`src/serial_pkg.sv`:
```
// shared constants, field layout and carrier types of the serial transceiver
package serial_pkg;

    // register byte offsets on the wishbone bus
    localparam logic [7:0]  OFF_MODE     = 8'h00;
    localparam logic [7:0]  OFF_STATUS   = 8'h04;
    localparam logic [7:0]  OFF_TX_DATA  = 8'h08;
    localparam logic [7:0]  OFF_RX_DATA  = 8'h0c;
    localparam logic [7:0]  OFF_BAUD_DIV = 8'h10;

    // serial_mode_config fields
    localparam int          MODE_ENABLE  = 15;
    localparam int          MODE_IR_EN   = 12;
    localparam int          MODE_RX_INV  = 4;
    localparam int          MODE_HISPEED = 3;
    localparam int          MODE_FMT_HI  = 2;
    localparam int          MODE_FMT_LO  = 1;
    localparam int          MODE_STOP2   = 0;
    localparam logic [15:0] MODE_WMASK   = 16'hbbff;
    localparam logic [15:0] MODE_RESET   = 16'h0000;

    // serial_status_control fields
    localparam int          STA_TXI_HI   = 15;
    localparam int          STA_IR_POL   = 14;
    localparam int          STA_TXI_LO   = 13;
    localparam int          STA_BREAK    = 11;
    localparam int          STA_TX_EN    = 10;
    localparam int          STA_RXI_HI   = 7;
    localparam int          STA_RXI_LO   = 6;
    localparam int          STA_ADDR_DET = 5;
    localparam int          STA_OVERRUN  = 1;
    localparam logic [15:0] STA_WMASK    = 16'hece0;
    localparam logic [15:0] STA_RESET    = 16'h0000;
    localparam logic [15:0] BAUD_RESET   = 16'h0000;

    // frame format codes
    localparam logic [1:0]  FMT_9N       = 2'h3;
    localparam logic [1:0]  FMT_8O       = 2'h2;
    localparam logic [1:0]  FMT_8E       = 2'h1;

    // interrupt mode codes
    localparam logic [1:0]  TXI_ANY      = 2'h0;
    localparam logic [1:0]  TXI_DONE     = 2'h1;
    localparam logic [1:0]  TXI_EMPTY    = 2'h2;
    localparam logic [1:0]  RXI_FULL     = 2'h3;
    localparam logic [1:0]  RXI_3Q       = 2'h2;

    // baud ticks per bit, ticks per phase, break length
    localparam logic [3:0]  LAST_PH_STD  = 4'hf;
    localparam logic [3:0]  LAST_PH_HI   = 4'h3;
    localparam logic [3:0]  MID_PH_STD   = 4'h7;
    localparam logic [3:0]  MID_PH_HI    = 4'h1;
    localparam logic [3:0]  IR_PULSE_PH  = 4'h3;
    localparam logic [3:0]  BREAK_LAST   = 4'hb;
    localparam logic [3:0]  DATA9_LAST   = 4'h8;
    localparam logic [3:0]  DATA8_LAST   = 4'h7;

    typedef enum logic [2:0] {
        LS_IDLE  = 3'b000,
        LS_START = 3'b001,
        LS_DATA  = 3'b010,
        LS_PAR   = 3'b011,
        LS_STOP  = 3'b100
    } line_state_t;

    // one receive buffer entry with its own error marks
    typedef struct packed {
        logic       framing_error_flag;
        logic       parity_error_flag;
        logic [8:0] data;
    } rx_entry_t;

endpackage

```
`src/serial_transceiver.sv`:
```
// serial transceiver: frame engine, buffers and status behind wishbone
`timescale 1ns/10ps
`default_nettype none

module serial_transceiver #(
    parameter int DEPTH = 4                 // buffer depth, power of two
) (
    input  wire logic        mclk,          // 20 MHz system clock
    input  wire logic        rst_n,         // async reset, active low
    input  wire logic        wb_cyc_i,      // wishbone cycle
    input  wire logic        wb_stb_i,      // wishbone strobe
    input  wire logic        wb_we_i,       // wishbone write
    input  wire logic [7:0]  wb_adr_i,      // byte address
    input  wire logic [3:0]  wb_sel_i,      // byte lanes
    input  wire logic [31:0] wb_dat_i,      // write data
    output logic      [31:0] wb_dat_o,      // read data
    output logic             wb_ack_o,      // acknowledge
    input  wire logic        serial_in_pin, // receive pin, asynchronous
    output logic             serial_out_pin,// transmit pin level
    output logic             serial_out_en_n,// low while block owns pin
    output logic             tx_irq,        // transmit event pulse
    output logic             rx_irq         // receive event pulse
);
    localparam int AW = $clog2(DEPTH);
    localparam logic [AW:0] FULL_CNT = (AW+1)'(DEPTH);
    localparam logic [AW:0] THREEQ_CNT = (AW+1)'(DEPTH - 1);

    typedef struct packed {
        logic                            ack;
        logic [31:0]                     rdat;
        logic                            rx_s1;
        logic                            rx_s2;
        logic [15:0]                     mode;
        logic [15:0]                     sta;
        logic [15:0]                     div;
        logic [15:0]                     brg_cnt;
        serial_pkg::line_state_t         tx_st;
        logic [3:0]                      tx_ph;
        logic [3:0]                      tx_bit;
        logic [8:0]                      transmit_shift_reg;
        logic                            tx_brk;
        logic [DEPTH-1:0][8:0]           txb;
        logic [AW-1:0]                   tx_head;
        logic [AW:0]                     tx_cnt;
        logic                            tx_pin;
        logic                            tx_oe_n;
        logic                            tx_irq;
        serial_pkg::line_state_t         rx_st;
        logic [3:0]                      rx_ph;
        logic [3:0]                      rx_bit;
        logic [3:0]                      ir_hold;
        logic [8:0]                      receive_shift_reg;
        logic                            rx_parity_error_flag;
        serial_pkg::rx_entry_t [DEPTH-1:0] rxb;
        logic [AW-1:0]                   rx_head;
        logic [AW:0]                     rx_cnt;
        logic                            overrun;
        logic                            rx_irq;
    } state_t;

    state_t s;
    state_t n;

    // byte-lane merge of a 16-bit register, only writable bits change
    function automatic logic [15:0] merge16(input logic [15:0] old,
                                            input logic [15:0] wd,
                                            input logic [1:0]  sel,
                                            input logic [15:0] wmask);
        logic [15:0] lane;
        lane = {{8{sel[1]}}, {8{sel[0]}}} & wmask;
        return (old & ~lane) | (wd & lane);
    endfunction

    ////////////////////////////////////////////////////////////////////////
    // next-state logic
    always_comb
    begin
        logic        en;
        logic        tick;
        logic        hs;
        logic        ir_on;
        logic [3:0]  last_ph;
        logic [3:0]  mid_ph;
        logic [1:0]  fmt;
        logic        nine;
        logic        par_on;
        logic        req;
        logic        wr;
        logic        rd;
        logic        tx_push;
        logic        tx_pop;
        logic        tx_end;
        logic        line;
        logic        rx_raw;
        logic        rx_line;
        logic        rx_push;
        logic        rx_pop;
        logic        rx_flush;
        logic [3:0]  dlast;
        logic [15:0] sta_rd;
        serial_pkg::rx_entry_t head;
        en       = 1'b0;
        tick     = 1'b0;
        hs       = 1'b0;
        ir_on    = 1'b0;
        last_ph  = 4'h0;
        mid_ph   = 4'h0;
        fmt      = 2'h0;
        nine     = 1'b0;
        par_on   = 1'b0;
        req      = 1'b0;
        wr       = 1'b0;
        rd       = 1'b0;
        tx_push  = 1'b0;
        tx_pop   = 1'b0;
        tx_end   = 1'b0;
        line     = 1'b1;
        rx_raw   = 1'b1;
        rx_line  = 1'b1;
        rx_push  = 1'b0;
        rx_pop   = 1'b0;
        rx_flush = 1'b0;
        dlast    = 4'h0;
        sta_rd   = 16'h0000;
        head     = '0;
        n        = s;
        n.tx_irq = 1'b0;
        n.rx_irq = 1'b0;

        // configuration decode
        en      = s.mode[serial_pkg::MODE_ENABLE];
        hs      = s.mode[serial_pkg::MODE_HISPEED];
        last_ph = hs ? serial_pkg::LAST_PH_HI : serial_pkg::LAST_PH_STD;
        mid_ph  = hs ? serial_pkg::MID_PH_HI : serial_pkg::MID_PH_STD;
        ir_on   = s.mode[serial_pkg::MODE_IR_EN] && !hs;
        fmt     = s.mode[serial_pkg::MODE_FMT_HI:serial_pkg::MODE_FMT_LO];
        nine    = (fmt == serial_pkg::FMT_9N);
        par_on  = (fmt == serial_pkg::FMT_8O) || (fmt == serial_pkg::FMT_8E);
        dlast   = nine ? serial_pkg::DATA9_LAST : serial_pkg::DATA8_LAST;

        // baud generator: one tick every div+1 clocks, stopped when off
        tick      = en && (s.brg_cnt == s.div);
        n.brg_cnt = (tick || !en) ? 16'h0000 : s.brg_cnt + 16'h0001;

        // rx pin goes through two flops before anything looks at it
        n.rx_s1 = serial_in_pin;
        n.rx_s2 = s.rx_s1;
        rx_raw  = s.rx_s2 ^ s.mode[serial_pkg::MODE_RX_INV];
        // ir decoder stretches each short pulse into a whole low bit
        if (ir_on && rx_raw)
            n.ir_hold = last_ph;
        else if (tick && s.ir_hold != 4'h0)
            n.ir_hold = s.ir_hold - 4'h1;
        rx_line = ir_on ? !(rx_raw || s.ir_hold != 4'h0) : rx_raw;

        // bus access, answered one clock after the request appears
        req   = wb_cyc_i && wb_stb_i && !s.ack;
        wr    = req && wb_we_i;
        rd    = req && !wb_we_i;
        n.ack = req;
        head  = s.rxb[s.rx_head];
        sta_rd = s.sta & serial_pkg::STA_WMASK;
        sta_rd[9] = (s.tx_cnt == FULL_CNT);
        sta_rd[8] = (s.tx_st == serial_pkg::LS_IDLE) && (s.tx_cnt == '0);
        sta_rd[4] = (s.rx_st == serial_pkg::LS_IDLE);
        sta_rd[3] = (s.rx_cnt != '0) && head.parity_error_flag;
        sta_rd[2] = (s.rx_cnt != '0) && head.framing_error_flag;
        sta_rd[1] = s.overrun;
        sta_rd[0] = (s.rx_cnt != '0);
        n.rdat = 32'h0000_0000;
        if (rd)
        begin
            case (wb_adr_i)
                serial_pkg::OFF_MODE:     n.rdat = {16'h0000, s.mode};
                serial_pkg::OFF_STATUS:   n.rdat = {16'h0000, sta_rd};
                serial_pkg::OFF_RX_DATA:  n.rdat = {23'h000000, head.data};
                serial_pkg::OFF_BAUD_DIV: n.rdat = {16'h0000, s.div};
                default:                  n.rdat = 32'h0000_0000;
            endcase
            rx_pop = (wb_adr_i == serial_pkg::OFF_RX_DATA)
                     && (s.rx_cnt != '0);
        end
        if (wr)
        begin
            case (wb_adr_i)
                serial_pkg::OFF_MODE:
                    n.mode = merge16(s.mode, wb_dat_i[15:0], wb_sel_i[1:0],
                                     serial_pkg::MODE_WMASK);
                serial_pkg::OFF_BAUD_DIV:
                    n.div = merge16(s.div, wb_dat_i[15:0], wb_sel_i[1:0],
                                    16'hffff);
                serial_pkg::OFF_TX_DATA:
                    tx_push = en && wb_sel_i[0] && (s.tx_cnt != FULL_CNT);
                default:
                    n.div = s.div;
            endcase
            // software may only clear overrun; a 1 to 0 flushes receiver
            if (wb_adr_i == serial_pkg::OFF_STATUS && wb_sel_i[0]
                && s.overrun && !wb_dat_i[serial_pkg::STA_OVERRUN])
            begin
                n.overrun = 1'b0;
                rx_flush  = 1'b1;
            end
        end

        ////////////////////////////////////////////////////////////////
        // transmitter
        line = 1'b1;
        if (s.tx_st != serial_pkg::LS_IDLE && tick)
            n.tx_ph = (s.tx_ph == last_ph) ? 4'h0 : s.tx_ph + 4'h1;
        tx_end = tick && (s.tx_ph == last_ph);
        case (s.tx_st)
            serial_pkg::LS_IDLE:
            begin
                if (s.sta[serial_pkg::STA_TX_EN] && s.tx_cnt != '0)
                begin
                    tx_pop   = 1'b1;
                    n.transmit_shift_reg    = s.txb[s.tx_head];
                    n.tx_brk = s.sta[serial_pkg::STA_BREAK];
                    n.tx_ph  = 4'h0;
                    n.tx_st  = serial_pkg::LS_START;
                    case ({s.sta[serial_pkg::STA_TXI_HI],
                           s.sta[serial_pkg::STA_TXI_LO]})
                        serial_pkg::TXI_ANY:   n.tx_irq = 1'b1;
                        serial_pkg::TXI_EMPTY:
                            n.tx_irq = (s.tx_cnt == (AW+1)'(1)) && !tx_push;
                        default:               n.tx_irq = 1'b0;
                    endcase
                end
            end
            serial_pkg::LS_START:
            begin
                line = 1'b0;
                if (tx_end)
                begin
                    n.tx_bit = 4'h0;
                    n.tx_st  = serial_pkg::LS_DATA;
                end
            end
            serial_pkg::LS_DATA:
            begin
                // break sends zeros in place of data, lsb first otherwise
                line = s.tx_brk ? 1'b0 : s.transmit_shift_reg[s.tx_bit];
                if (tx_end)
                begin
                    n.tx_bit = s.tx_bit + 4'h1;
                    if (s.tx_bit == (s.tx_brk ? serial_pkg::BREAK_LAST
                                              : dlast))
                    begin
                        n.tx_bit = 4'h0;
                        n.tx_st  = (par_on && !s.tx_brk) ? serial_pkg::LS_PAR
                                                         : serial_pkg::LS_STOP;
                    end
                end
            end
            serial_pkg::LS_PAR:
            begin
                line = (fmt == serial_pkg::FMT_8O) ? ~^s.transmit_shift_reg[7:0]
                                                   : ^s.transmit_shift_reg[7:0];
                if (tx_end)
                    n.tx_st = serial_pkg::LS_STOP;
            end
            serial_pkg::LS_STOP:
            begin
                line = 1'b1;
                if (tx_end)
                begin
                    n.tx_bit = s.tx_bit + 4'h1;
                    if (s.tx_bit == {3'h0, s.mode[serial_pkg::MODE_STOP2]})
                    begin
                        n.tx_st = serial_pkg::LS_IDLE;
                        if (s.tx_brk)
                            n.sta[serial_pkg::STA_BREAK] = 1'b0;
                        n.tx_irq = ({s.sta[serial_pkg::STA_TXI_HI],
                                     s.sta[serial_pkg::STA_TXI_LO]}
                                    == serial_pkg::TXI_DONE)
                                   && (s.tx_cnt == '0) && !tx_push;
                    end
                end
            end
            default: n.tx_st = serial_pkg::LS_IDLE;
        endcase

        // status control writes land after the break self-clear
        if (wr && wb_adr_i == serial_pkg::OFF_STATUS)
            n.sta = merge16(n.sta, wb_dat_i[15:0], wb_sel_i[1:0],
                            serial_pkg::STA_WMASK);

        // transmit buffer ring: push at tail, pop at head
        if (tx_push)
            n.txb[s.tx_head + s.tx_cnt[AW-1:0]] = wb_dat_i[8:0];
        if (tx_pop)
            n.tx_head = s.tx_head + AW'(1);
        n.tx_cnt = s.tx_cnt + (AW+1)'(tx_push) - (AW+1)'(tx_pop);

        // pin: ir pulse is the first 3/16 of each low bit
        if (ir_on)
            n.tx_pin = (!line && s.tx_st != serial_pkg::LS_IDLE
                        && s.tx_ph < serial_pkg::IR_PULSE_PH)
                       ? !s.sta[serial_pkg::STA_IR_POL]
                       : s.sta[serial_pkg::STA_IR_POL];
        else
            n.tx_pin = line;
        n.tx_oe_n = !(en && s.sta[serial_pkg::STA_TX_EN]);

        // tx enable clear aborts the frame and empties the buffer
        if (!s.sta[serial_pkg::STA_TX_EN] || !en)
        begin
            n.tx_st   = serial_pkg::LS_IDLE;
            n.tx_cnt  = '0;
            n.tx_head = '0;
            n.tx_irq  = 1'b0;
        end

        ////////////////////////////////////////////////////////////////
        // receiver, sampling in the middle of each bit
        if (s.rx_st != serial_pkg::LS_IDLE && tick)
            n.rx_ph = s.rx_ph + 4'h1;
        case (s.rx_st)
            serial_pkg::LS_IDLE:
            begin
                n.rx_ph = 4'h0;
                if (!rx_line)
                    n.rx_st = serial_pkg::LS_START;
            end
            serial_pkg::LS_START:
            begin
                if (tick && s.rx_ph == mid_ph)
                begin
                    // a start that is gone by mid-bit was a glitch
                    n.rx_st  = rx_line ? serial_pkg::LS_IDLE
                                       : serial_pkg::LS_DATA;
                    n.rx_ph  = 4'h0;
                    n.rx_bit = 4'h0;
                    n.receive_shift_reg    = 9'h000;
                end
            end
            serial_pkg::LS_DATA:
            begin
                if (tick && s.rx_ph == last_ph)
                begin
                    n.rx_ph           = 4'h0;
                    n.receive_shift_reg[s.rx_bit]   = rx_line;
                    n.rx_bit          = s.rx_bit + 4'h1;
                    if (s.rx_bit == dlast)
                        n.rx_st = par_on ? serial_pkg::LS_PAR
                                         : serial_pkg::LS_STOP;
                    n.rx_parity_error_flag = 1'b0;
                end
            end
            serial_pkg::LS_PAR:
            begin
                if (tick && s.rx_ph == last_ph)
                begin
                    n.rx_ph   = 4'h0;
                    n.rx_parity_error_flag = rx_line != ((fmt == serial_pkg::FMT_8O)
                                            ? ~^s.receive_shift_reg[7:0] : ^s.receive_shift_reg[7:0]);
                    n.rx_st   = serial_pkg::LS_STOP;
                end
            end
            serial_pkg::LS_STOP:
            begin
                if (tick && s.rx_ph == last_ph)
                begin
                    n.rx_st = serial_pkg::LS_IDLE;
                    // address detect drops 9-bit format characters with bit 8 clear
                    rx_push = !(s.sta[serial_pkg::STA_ADDR_DET] && nine
                                && !s.receive_shift_reg[8]);
                end
            end
            default: n.rx_st = serial_pkg::LS_IDLE;
        endcase

        // receive buffer ring; a full buffer loses the new character
        if (rx_push && (s.rx_cnt - (AW+1)'(rx_pop)) == FULL_CNT)
        begin
            n.overrun = 1'b1;
            rx_push   = 1'b0;
        end
        if (rx_push)
        begin
            n.rxb[s.rx_head + s.rx_cnt[AW-1:0]] =
                {!rx_line, s.rx_parity_error_flag, s.receive_shift_reg};
            case (s.sta[serial_pkg::STA_RXI_HI:serial_pkg::STA_RXI_LO])
                serial_pkg::RXI_FULL:
                    n.rx_irq = (s.rx_cnt - (AW+1)'(rx_pop)) == THREEQ_CNT;
                serial_pkg::RXI_3Q:
                    n.rx_irq = (s.rx_cnt - (AW+1)'(rx_pop))
                               == (THREEQ_CNT - (AW+1)'(1));
                default:
                    n.rx_irq = 1'b1;
            endcase
        end
        if (rx_pop)
            n.rx_head = s.rx_head + AW'(1);
        n.rx_cnt = s.rx_cnt + (AW+1)'(rx_push) - (AW+1)'(rx_pop);
        if (rx_flush || !en)
        begin
            n.rx_cnt  = '0;
            n.rx_head = '0;
            n.rx_st   = serial_pkg::LS_IDLE;
            n.rx_irq  = 1'b0;
        end
    end

    ////////////////////////////////////////////////////////////////////////
    // the whole block state in one register
    always_ff @(posedge mclk or negedge rst_n)
    begin
        if (!rst_n)
        begin
            s         <= '0;
            s.mode    <= serial_pkg::MODE_RESET;
            s.sta     <= serial_pkg::STA_RESET;
            s.div     <= serial_pkg::BAUD_RESET;
            s.rx_s1   <= 1'b1;
            s.rx_s2   <= 1'b1;
            s.tx_st   <= serial_pkg::LS_IDLE;
            s.rx_st   <= serial_pkg::LS_IDLE;
            s.tx_pin  <= 1'b1;
            s.tx_oe_n <= 1'b1;
        end
        else
            s <= n;
    end

    // outputs straight from the state register
    assign wb_dat_o        = s.rdat;
    assign wb_ack_o        = s.ack;
    assign serial_out_pin  = s.tx_pin;
    assign serial_out_en_n = s.tx_oe_n;
    assign tx_irq          = s.tx_irq;
    assign rx_irq          = s.rx_irq;

endmodule
`default_nettype wire

```
`config.mk`:
```
export PLATFORM = sky130hd
export DESIGN_NAME = serial_transceiver
export DESIGN_NICKNAME = d
export VERILOG_FILES = /design/src/serial_pkg.sv /design/src/serial_transceiver.sv
export SDC_FILE = /design/constraint.sdc
export NUM_CORES = 1
export LEC_CHECK = 0
export BUFFER_PORTS_ARGS = -buffer_cell sky130_fd_sc_hd__buf_2
export CAP_MARGIN = 30
export CORE_MARGIN = 3
export CORE_UTILIZATION = 50
export DETAILED_ROUTE_END_ITERATION = 8
export PLACE_DENSITY = 0.68
export SYNTH_ARGS = -nofsm -noshare
export SYNTH_HDL_FRONTEND = slang
export SYNTH_SLANG_ARGS = --single-unit
```
`constraint.sdc`:
```
create_clock -name mclk -period 3.3 [get_ports mclk]
set_clock_uncertainty 0.05 [all_clocks]
set_input_delay 0.33 -clock mclk [delete_from_list [all_inputs] [get_ports mclk]]
set_output_delay 0.33 -clock mclk [all_outputs]
set_load 0.02 [all_outputs]
```
**Yosys cells after proc, flatten, opt, wreduce, memory -nomap -nowiden**

Index checks and enable logic that the tools add are counted.

- Bits of input ports: 50
- Output and inout bits: 37
- Flip-flop bits (word level): 240
- Word-level logic and storage cells: 321

- Equal/unequal tests: 52
- Reduce and logical (&&, ||, !) cells: 88
- Muxes and demuxes: 98
- $lt $le $gt $ge: 10
- Bitwise logic cells: 13
- Add/sub/neg operators: 15

Operators with widths:

| operator | count |
|---|---|
| AND 16 bit | 6 |
| case mux 16 bit (4 select lines) | 1 |
| 2-to-1 mux 4 bit | 13 |
| NOT 16 bit | 3 |
| OR 16 bit | 3 |
| bitwise mux 44 bit | 1 |
| 2-to-1 mux 11 bit | 4 |
| 2-to-1 mux 3 bit | 14 |
| logical AND 1 bit | 37 |
| bitwise mux 36 bit | 1 |
| != test 3 bit (second input constant) | 12 |
| 2-to-1 mux 1 bit | 32 |
| 2-to-1 mux 32 bit | 1 |
| case mux 3 bit (5 select lines) | 2 |
| 2-to-1 mux 9 bit | 3 |
| binary-select mux 11 bit (select 2 bit) | 1 |
| demux 11 bit (select 2 bit) | 1 |
| binary-select mux 9 bit (select 2 bit) | 1 |
| demux 9 bit (select 2 bit) | 1 |
| equality test 3 x 2 -> 1 bit (second input constant) | 6 |
| case mux 9 bit (2 select lines) | 1 |
| adder 16 x 1 -> 16 bit (second input constant) | 1 |
| adder 4 x 1 -> 4 bit (second input constant) | 4 |
| equality test 16 bit | 1 |
| 54 further kinds | 126 |

**Longest topological paths before layout**

Gate-level depths: netlist (run 1).

- Word-level depth: 11
- Mapped depth: 15
- Gate-level depth less buffers: 15

**Least setup slack after synthesis (run 1)**

Ideal clock, no wire load.

- Path kind: input -> register
- Start: input wb_adr_i[0]
- End: register s[4] in the netlist's numbering
- Data arrival time: 3.607 ns
- Library setup time: 0.122 ns
- Cell stages on the path: 14
- Path buffers: 0
- Slack: -0.480 ns
- Data required time: 3.128 ns
- Cells stage by stage: or4_4 or3_1 and4bb_2 ha_1 ha_1 nand3_1 nand2_1 or2_2 ha_1 inv_1 ha_1 fa_1 xnor2_1 nor2_1

RTL lines:

| element | line | text |
|---|---|---|
| from (decl) | serial_transceiver.sv:13 | `input wire logic [7:0] wb_adr_i,` |
| to (signal assigned) | serial_transceiver.sv:424 | `s <= n;` |
| to (decl) | serial_transceiver.sv:61 | `state_t s;` |

==> results of run 1 <==
-- layer usage --
layer	vias to the layer above	share of wire, %	global-route usage, %
met5	-	0	0
li1	3434	-	-
met3	38	4.4	3.11
met1	3654	48	31.5
met2	160	46	32.6
met4	0	1.9	4.50
-- stage by stage --
step	cell area, um2	TNS [ns]	setup slack (ns)	power, uW
6_report	12700	0	0.150	5700
5_1_grt	12700	0	0.00440	5910
4_1_cts	12700	0	0.109	5770
3_5_place_dp	11800	-3.30	-0.367	2900
3_3_place_gp	11800	-1.49	-0.331	2900
2_1_floorplan	11300	-0.580	-0.293	2790
-- power groups by stage --
stage | Clock (uW) | Sequential [uW] | Combinational (uW)
after detailed placement | 0 | 2690 | 205
after global placement | 0 | 2690 | 202
after global routing | 3040 | 2650 | 232
final | 2850 | 2650 | 206
after CTS | 2920 | 2650 | 210
after floorplan | 0 | 2690 | 95.1
-- cells in the mapped netlist (3+ instances only) --
master,n
sky130_fd_sc_hd__dfrtp_1,210
sky130_fd_sc_hd__mux2_2,101
sky130_fd_sc_hd__nor2_1,70
sky130_fd_sc_hd__nand2_1,63
sky130_fd_sc_hd__xnor2_1,52
sky130_fd_sc_hd__buf_4,36
sky130_fd_sc_hd__nand3_1,33
sky130_fd_sc_hd__a21oi_1,29
sky130_fd_sc_hd__mux2_4,28
sky130_fd_sc_hd__o21ai_0,26
sky130_fd_sc_hd__mux2i_1,23
sky130_fd_sc_hd__inv_1,21
sky130_fd_sc_hd__mux4_2,21
sky130_fd_sc_hd__ha_1,20
sky130_fd_sc_hd__clkbuf_1,19
sky130_fd_sc_hd__xor2_1,19
sky130_fd_sc_hd__nor3_1,13
sky130_fd_sc_hd__nand2b_1,12
sky130_fd_sc_hd__nand4_1,12
sky130_fd_sc_hd__or3_1,11
sky130_fd_sc_hd__buf_2,10
sky130_fd_sc_hd__and3_1,8
sky130_fd_sc_hd__o22a_1,7
sky130_fd_sc_hd__and2_1,6
sky130_fd_sc_hd__nor2b_1,6
sky130_fd_sc_hd__buf_6,5
sky130_fd_sc_hd__a211oi_1,4
sky130_fd_sc_hd__a31oi_1,4
sky130_fd_sc_hd__dfstp_2,4
sky130_fd_sc_hd__nand3b_1,4
sky130_fd_sc_hd__buf_1,3
sky130_fd_sc_hd__nor4_4,3
-- what timing repair did --
action	4_1_cts	5_1_grt
endpoints found under the setup margin	0	2
hold endpoints to repair	104	0
resized for setup	0	1
hold buffers	5	0
-- final cells by class --
class	instances	share of cell area (%)
flip-flops and latches	214	42.1
well taps	280	2.75
clock buffers	36	5.71
clock inverters	10	1.04
inverters	21	0.619
multi-input cells	653	42.7
repair buffers	95	5.04
-- worst min-delay path by stage --
stage | start | endpoint | slack (ns) | cells past startpoint
after floorplan | rst_n | async pin | -0.02 | 0
after global placement | n[205] | s[205] | 0.30 | 0
after detailed placement | n[205] | s[205] | 0.30 | 0
after CTS | wb_dat_i[14] | register | 0.008 | 2
after global routing | wb_dat_i[14] | register | 0.02 | 2
final | wb_dat_i[11] | register | 0.03 | 2
-- cell families after synthesis --
logic type / after synthesis / share of synthesized area (%)
AOI/OAI and AO/OA: 100 / 5.81
xor gates and xnor gates: 72 / 5.69
adders and majority gates: 22 / 2.59
buffers and inverters: 94 / 4.80
DFF: 214 / 47.8
muxes: 173 / 20.2
other: 1 / 0.0334
and+or+nand+nor: 270 / 13.1
-- cell usage in the layout, fill, tap and decap left out, types with 28 or more instances in the layout --
cell / instances
sky130_fd_sc_hd__xnor2_1: 52
sky130_fd_sc_hd__dfrtp_1: 210
sky130_fd_sc_hd__mux2_2: 101
sky130_fd_sc_hd__buf_4: 35
sky130_fd_sc_hd__nor2_1: 70
sky130_fd_sc_hd__a21oi_1: 29
sky130_fd_sc_hd__nand2_1: 62
sky130_fd_sc_hd__mux2_4: 28
sky130_fd_sc_hd__buf_2: 51
sky130_fd_sc_hd__nand3_1: 32
-- critical path, delay by kind of cell, from the launching register on --
family / cells / cell delay [ns]
XOR/XNOR: 2 / 0.30
adder cells (fa/ha/maj): 5 / 1.12
buffers and inverters: 1 / 0.04
flip-flops: 1 / 0.44
AND/OR/NAND/NOR: 6 / 1.10
==> impl_metrics.xml, run 1 <==
<?xml version="1.0" encoding="UTF-8"?>
<metrics>
  <group name="floorplanning">
    <metric name="ioPinCount" unit="">87</metric>
    <metric name="die_height" unit="um">156</metric>
    <metric name="floorplan.die.width" unit="um">156</metric>
    <metric name="core_area" unit="mm2">0.0220</metric>
    <metric name="rows" unit="">54</metric>
    <metric name="die-area" unit="mm2">0.0243</metric>
    <metric name="floorplan.initialDensity" unit="%">51.1</metric>
  </group>
  <group name="power_and_ir_drop">
    <metric name="leakage" unit="uW">0.00595</metric>
    <metric name="sw_frac_of_total" unit="%">21.8</metric>
    <metric name="seq_power_share" unit="%">46.4</metric>
    <metric name="p_switching" unit="uW">1240</metric>
    <metric name="share_clk_of_total_power" unit="%">50.0</metric>
    <metric name="power.internal" unit="uW">4460</metric>
    <metric name="power_per_cell_area" unit="mW/mm2">448</metric>
    <metric name="combPwrFrac" unit="%">3.6</metric>
    <metric name="ir_drop" unit="mV">0.306</metric>
  </group>
  <group name="final_layout">
    <metric name="layout.area.seq" unit="mm2">0.00536</metric>
    <metric name="final_core_util" unit="%">57.9</metric>
    <metric name="final_cell_count_no_fill" unit="">1309</metric>
    <metric name="syn_to_final_growth" unit="%">13.4</metric>
    <metric name="n_fill_cell" unit="">1802</metric>
    <metric name="multiInputGateArea" unit="mm2">0.00543</metric>
    <metric name="antenna-diode-count" unit="">0</metric>
    <metric name="drive_gt1_share" unit="%">30.9</metric>
    <metric name="nNetsFinal" unit="">1082</metric>
  </group>
  <group name="yosys">
    <metric name="synthFlopType" unit="">sky130_fd_sc_hd__dfrtp_1</metric>
    <metric name="synth_warnings" unit="">0</metric>
    <metric name="synth_enable_flop_cells" unit="">0</metric>
    <metric name="synth-async-reset-ratio" unit="%">100</metric>
    <metric name="synth_area_leader_cell" unit="">sky130_fd_sc_hd__dfrtp_1</metric>
    <metric name="synth.area.top_cells" unit="">sky130_fd_sc_hd__dfrtp_1 (47%), sky130_fd_sc_hd__mux2_2 (10%), sky130_fd_sc_hd__mux4_2 (4.2%), sky130_fd_sc_hd__xnor2_1 (4.1%), sky130_fd_sc_hd__mux2_4 (3.7%)</metric>
    <metric name="synthCells" unit="">946</metric>
    <metric name="netlist.area_leader.share" unit="%">46.8</metric>
    <metric name="synth.cell_area" unit="mm2">0.0112</metric>
    <metric name="yosys_register_bits" unit="">214</metric>
    <metric name="ys_seq_area_share" unit="%">47.8</metric>
    <metric name="synth.lib_cells_used.distinct" unit="">73</metric>
    <metric name="synth.avg_cell_area" unit="um2">11.9</metric>
  </group>
  <group name="placed_design">
    <metric name="dpl.cell_count" unit="">1258</metric>
    <metric name="dp.final_hpwl" unit="mm">17.5</metric>
    <metric name="gp_routability_congestion" unit="">0.842</metric>
    <metric name="port_buffer_cells" unit="">52</metric>
  </group>
  <group name="global_route">
    <metric name="global_route_total_overflow" unit="">0</metric>
    <metric name="maximum_number_of_pins_on_one_net_before_global_route_repair" unit="">108</metric>
    <metric name="grt_antenna_before_repair" unit="">1</metric>
    <metric name="grt.total_usage" unit="%">21.0</metric>
    <metric name="wire_length_of_the_first_global_routing_pass" unit="mm">40.9</metric>
    <metric name="first_global_vias" unit="">7432</metric>
  </group>
  <group name="critical_path">
    <metric name="rrSetupSlack" unit="ns">0.15</metric>
    <metric name="cp_cell_sequence" unit="">nor3_1 -&gt; and4bb_2 -&gt; ha_4 -&gt; ha_4 -&gt; xor2_2 -&gt; nand3_2 -&gt; nand2_4 -&gt; or2_4 -&gt; ha_1 -&gt; inv_1 -&gt; ha_2 -&gt; fa_1 -&gt; xnor2_1 -&gt; nor2_1</metric>
    <metric name="worstSetupEndpoint" unit="">s[4]</metric>
    <metric name="worst_r2r_startpoint" unit="">s[4]</metric>
    <metric name="cp.required" unit="ns">3.65</metric>
    <metric name="worst-path-max-fanout" unit="">3</metric>
    <metric name="timing.setup.critical_path_class" unit="">reg -&gt; reg</metric>
    <metric name="crit_arrival" unit="ns">3.50</metric>
    <metric name="crit_slowest_cell" unit="">sky130_fd_sc_hd__dfrtp_1</metric>
    <metric name="timing.critical_path.mode_cell" unit="">sky130_fd_sc_hd__ha_4</metric>
    <metric name="worst_setup_path_startpoint" unit="">s[4]</metric>
    <metric name="critical-path-max-stage-delay" unit="ns">0.44</metric>
    <metric name="setup.worst_path.end_class" unit="">register</metric>
    <metric name="setup.worst_path.start_class" unit="">register</metric>
    <metric name="r2r_cells" unit="">14</metric>
    <metric name="regToRegEndpoint" unit="">s[4]</metric>
  </group>
  <group name="drt">
    <metric name="routed_wire_length" unit="mm">24.5</metric>
    <metric name="routedWlPerCell" unit="um">18.7</metric>
    <metric name="avgViaCountPerCell" unit="">5.57</metric>
    <metric name="total_iterations_of_the_first_detailed_routing_run" unit="">4</metric>
    <metric name="number_of_routed_nets_with_antenna_violations" unit="">0</metric>
    <metric name="drt_iter0_drc" unit="">366</metric>
    <metric name="drt_drc" unit="">0</metric>
    <metric name="route.vias.total" unit="">7286</metric>
  </group>
  <group name="flow_run">
    <metric name="max_cap_violations" unit="">0</metric>
  </group>
  <group name="timing">
    <metric name="report.final.slew_viol_count" unit="">0</metric>
    <metric name="number_of_hold_violations_in_the_final_report" unit="">0</metric>
    <metric name="setup_violations" unit="">0</metric>
    <metric name="max_freq" unit="MHz">317</metric>
    <metric name="tightestPinTransition" unit="ns">0.899</metric>
    <metric name="grt_setup_unrepaired" unit="">no</metric>
    <metric name="slew_headroom" unit="%">40.1</metric>
    <metric name="final_min_period_over_clock_period" unit="%">95.5</metric>
    <metric name="layout_min_cycle_time" unit="ns">3.15</metric>
    <metric name="finalHoldWorstSlack" unit="ns">0.0254</metric>
  </group>
  <group name="clock_network">
    <metric name="insertion_delay" unit="ns">0.52</metric>
    <metric name="ctsLongestPathBuffers" unit="">3</metric>
    <metric name="cts_inserted_buffers" unit="">25</metric>
    <metric name="cts.root.buffer_cell" unit="">sky130_fd_sc_hd__clkbuf_16</metric>
    <metric name="cts_num_sinks" unit="">214</metric>
    <metric name="cts.reportedPaths.clkPinSlew" unit="ns">0.06</metric>
    <metric name="cts.htree.levels" unit="">1</metric>
    <metric name="post-cts-setup-buffer-count" unit="">0</metric>
    <metric name="tritoncts_clock_tree" unit="">done</metric>
  </group>
  <group name="worst_hold_path">
    <metric name="hold_path_class" unit="">in -&gt; reg</metric>
  </group>
  <group name="status">
    <metric name="outcome" unit="">complete, no violations</metric>
  </group>
</metrics>
Note: power is estimated with default switching activity, not from simulation.
==> run 2, diff against run 1 <==
--- a/config.mk
+++ b/config.mk
@@ -7,10 +7,11 @@
 export LEC_CHECK = 0
 export BUFFER_PORTS_ARGS = -buffer_cell sky130_fd_sc_hd__buf_2
 export CAP_MARGIN = 30
+export CORE_ASPECT_RATIO = 1.4
 export CORE_MARGIN = 3
 export CORE_UTILIZATION = 50
 export DETAILED_ROUTE_END_ITERATION = 8
-export PLACE_DENSITY = 0.68
+export PLACE_DENSITY = 0.71
 export SYNTH_ARGS = -nofsm -noshare
 export SYNTH_HDL_FRONTEND = slang
 export SYNTH_SLANG_ARGS = --single-unit
==> impl_metrics.xml, run 2 (synthesis gave the netlist of run 1 again) <==
<?xml version="1.0" encoding="UTF-8"?>
<metrics>
  <group name="floorplanning">
    <metric name="floorplan.die.width" unit="um">133</metric>
    <metric name="floorplan.initialDensity" unit="%">51.1</metric>
    <metric name="die_height" unit="um">183</metric>
    <metric name="rows" unit="">64</metric>
    <metric name="core_area" unit="mm2">0.0219</metric>
    <metric name="ioPinCount" unit="">87</metric>
    <metric name="die-area" unit="mm2">0.0243</metric>
  </group>
  <group name="final_layout">
    <metric name="drive_gt1_share" unit="%">30.4</metric>
    <metric name="nNetsFinal" unit="">1074</metric>
    <metric name="final_core_util" unit="%">57.3</metric>
    <metric name="layout.area.seq" unit="mm2">0.00536</metric>
    <metric name="final_cell_count_no_fill" unit="">1312</metric>
    <metric name="antenna-diode-count" unit="">0</metric>
    <metric name="layout_commonest_cell" unit="">sky130_fd_sc_hd__dfrtp_1</metric>
    <metric name="multiInputGateArea" unit="mm2">0.00543</metric>
    <metric name="n_fill_cell" unit="">1833</metric>
    <metric name="syn_to_final_growth" unit="%">12.0</metric>
    <metric name="most-common-layout-cells" unit="">sky130_fd_sc_hd__dfrtp_1 (210), sky130_fd_sc_hd__mux2_2 (101), sky130_fd_sc_hd__nor2_1 (70)</metric>
    <metric name="final_design_area_no_fill" unit="mm2">0.0126</metric>
  </group>
  <group name="critical_path">
    <metric name="setup.worst_path.start_class" unit="">input pin</metric>
    <metric name="worst-path-max-fanout" unit="">2</metric>
    <metric name="timing.setup.critical_path_class" unit="">in -&gt; reg</metric>
    <metric name="cp.required" unit="ns">3.65</metric>
    <metric name="setup.worst_path.end_class" unit="">register</metric>
    <metric name="crit_arrival" unit="ns">3.53</metric>
  </group>
  <group name="clock_network">
    <metric name="insertion_delay" unit="ns">0.52</metric>
    <metric name="cts.root.buffer_cell" unit="">sky130_fd_sc_hd__clkbuf_16</metric>
    <metric name="post-cts-setup-buffer-count" unit="">0</metric>
    <metric name="cts_inserted_buffers" unit="">23</metric>
    <metric name="cts.htree.levels" unit="">1</metric>
    <metric name="ctsLongestPathBuffers" unit="">3</metric>
    <metric name="cts.reportedPaths.clkPinSlew" unit="ns">0.06</metric>
    <metric name="cts_num_sinks" unit="">214</metric>
    <metric name="tritoncts_clock_tree" unit="">done</metric>
  </group>
  <group name="timing">
    <metric name="setup_violations" unit="">0</metric>
    <metric name="final_min_period_over_clock_period" unit="%">96.3</metric>
    <metric name="slew_headroom" unit="%">43.6</metric>
    <metric name="layout_min_cycle_time" unit="ns">3.18</metric>
    <metric name="setup_total_negative_slack" unit="ns">0</metric>
    <metric name="number_of_hold_violations_in_the_final_report" unit="">0</metric>
    <metric name="max_freq" unit="MHz">315</metric>
    <metric name="grt_setup_unrepaired" unit="">no</metric>
    <metric name="layout_setup_ws" unit="ns">0.123</metric>
    <metric name="report.final.slew_viol_count" unit="">0</metric>
    <metric name="tightestPinTransition" unit="ns">0.846</metric>
  </group>
  <group name="global_route">
    <metric name="grt_antenna_before_repair" unit="">2</metric>
    <metric name="global_route_total_overflow" unit="">0</metric>
    <metric name="grt.total_usage" unit="%">21.4</metric>
    <metric name="first_global_vias" unit="">7648</metric>
    <metric name="wire_length_of_the_first_global_routing_pass" unit="mm">41.6</metric>
    <metric name="maximum_number_of_pins_on_one_net_before_global_route_repair" unit="">109</metric>
  </group>
  <group name="drt">
    <metric name="drt_drc" unit="">0</metric>
    <metric name="routedWlPerCell" unit="um">19.4</metric>
    <metric name="drt_iter0_drc" unit="">406</metric>
    <metric name="route.vias.total" unit="">7407</metric>
    <metric name="avgViaCountPerCell" unit="">5.65</metric>
    <metric name="number_of_routed_nets_with_antenna_violations" unit="">0</metric>
    <metric name="total_iterations_of_the_first_detailed_routing_run" unit="">5</metric>
    <metric name="routed_wire_length" unit="mm">25.5</metric>
  </group>
  <group name="flow_run">
    <metric name="max_cap_violations" unit="">0</metric>
  </group>
  <group name="placed_design">
    <metric name="dp.final_hpwl" unit="mm">18.1</metric>
    <metric name="dpl.cell_count" unit="">1270</metric>
    <metric name="gp_routability_congestion" unit="">0.865</metric>
    <metric name="placedInstanceArea" unit="mm2">0.0118</metric>
    <metric name="port_buffer_cells" unit="">52</metric>
    <metric name="post-place-ws" unit="ns">-0.415</metric>
  </group>
  <group name="status">
    <metric name="outcome" unit="">complete, no violations</metric>
  </group>
  <group name="worst_hold_path">
    <metric name="hold_path_class" unit="">in -&gt; reg</metric>
  </group>
  <group name="power_and_ir_drop">
    <metric name="leakage" unit="uW">0.00585</metric>
    <metric name="power_per_cell_area" unit="mW/mm2">423</metric>
    <metric name="ir_drop" unit="mV">0.384</metric>
  </group>
</metrics>
==> run 2: cell count changes in the layout (fill, tap and decap cells not counted), moves of 2 or more <==
cell / previous run / this run
sky130_fd_sc_hd__buf_4: 35 / 29
sky130_fd_sc_hd__clkinvlp_4: 0 / 2
sky130_fd_sc_hd__clkbuf_1: 5 / 1
sky130_fd_sc_hd__bufinv_16: 3 / 1
sky130_fd_sc_hd__clkbuf_16: 25 / 23
sky130_fd_sc_hd__clkbuf_8: 7 / 3
==> run 2: worst max-delay path: stages <==
cell	delay [ns]
sky130_fd_sc_hd__buf_2	0.09
sky130_fd_sc_hd__or4_4	0.53
sky130_fd_sc_hd__or3_4	0.44
sky130_fd_sc_hd__and4bb_2	0.35
sky130_fd_sc_hd__ha_4	0.14
sky130_fd_sc_hd__ha_4	0.13
sky130_fd_sc_hd__xor2_2	0.07
sky130_fd_sc_hd__nand3_2	0.10
sky130_fd_sc_hd__nand2_4	0.05
sky130_fd_sc_hd__or2_4	0.24
sky130_fd_sc_hd__ha_1	0.27
sky130_fd_sc_hd__inv_1	0.04
sky130_fd_sc_hd__ha_2	0.16
sky130_fd_sc_hd__fa_1	0.38
sky130_fd_sc_hd__xnor2_1	0.14
sky130_fd_sc_hd__nor2_1	0.05
==> run 2: report_power, final <==
part           internal [uW]  leakage, uW  total (uW)  switching, uW
logic                   59.2      0.00253         202            142
clock network           1420     0.000355        2470           1050
registers               2640      0.00297        2650           9.09
total                   4120      0.00585        5320           1200
==> run 2: worst paths after layout <==
check | start | end | slack [ns] | depth (start not counted)
setup / recovery | wb_adr_i[6] | s[4] | 0.12 | 16
hold / removal | wb_dat_i[14] | register | 0.02 | 2
setup reg to reg | wb_ack_o | s[4] | 0.22 | 15
hold reg to reg | n[205] | s[205] | 0.31 | 0
max in group asynchronous | rst_n | s[47] | 1.91 | 3
min in group asynchronous | rst_n | s[139] | 0.43 | 2
==> run 2: cell type report <==
cell class | count | share of cell area (%)
clock inverter | 11 | 0.757
inverter | 21 | 0.627
sequential | 214 | 42.6
timing repair buffer | 89 | 4.84
tap | 297 | 2.96
clock buffer | 27 | 4.94
multi-input combinational | 653 | 43.2
==> run 2: per-stage QoR <==
step	hold slack [ns]	power (uW)
final	0.0199	5320
after global routing	0.0101	5510
after CTS	0.00773	5390
after detailed placement	0.300	2900
after global placement	0.299	2890
after floorplan	-0.0156	2790
==> run 2: timing repair <==
action                     CTS  global route
resized for setup            0             1
hold endpoints to repair   106             0
hold buffers                 4             0
setup endpoints to repair    0             1
==> run 2: metal layers <==
| layer | track usage (%) | share of wire [%] | up-vias |
|---|---|---|---|
| met1 | 26.9 | 41 | 3774 |
| met3 | 2.96 | 3.8 | 54 |
| met2 | 37.5 | 51 | 163 |
| met5 | 0 | 0.083 | - |
| met4 | 8.40 | 3.6 | 4 |
| li1 | - | - | 3412 |
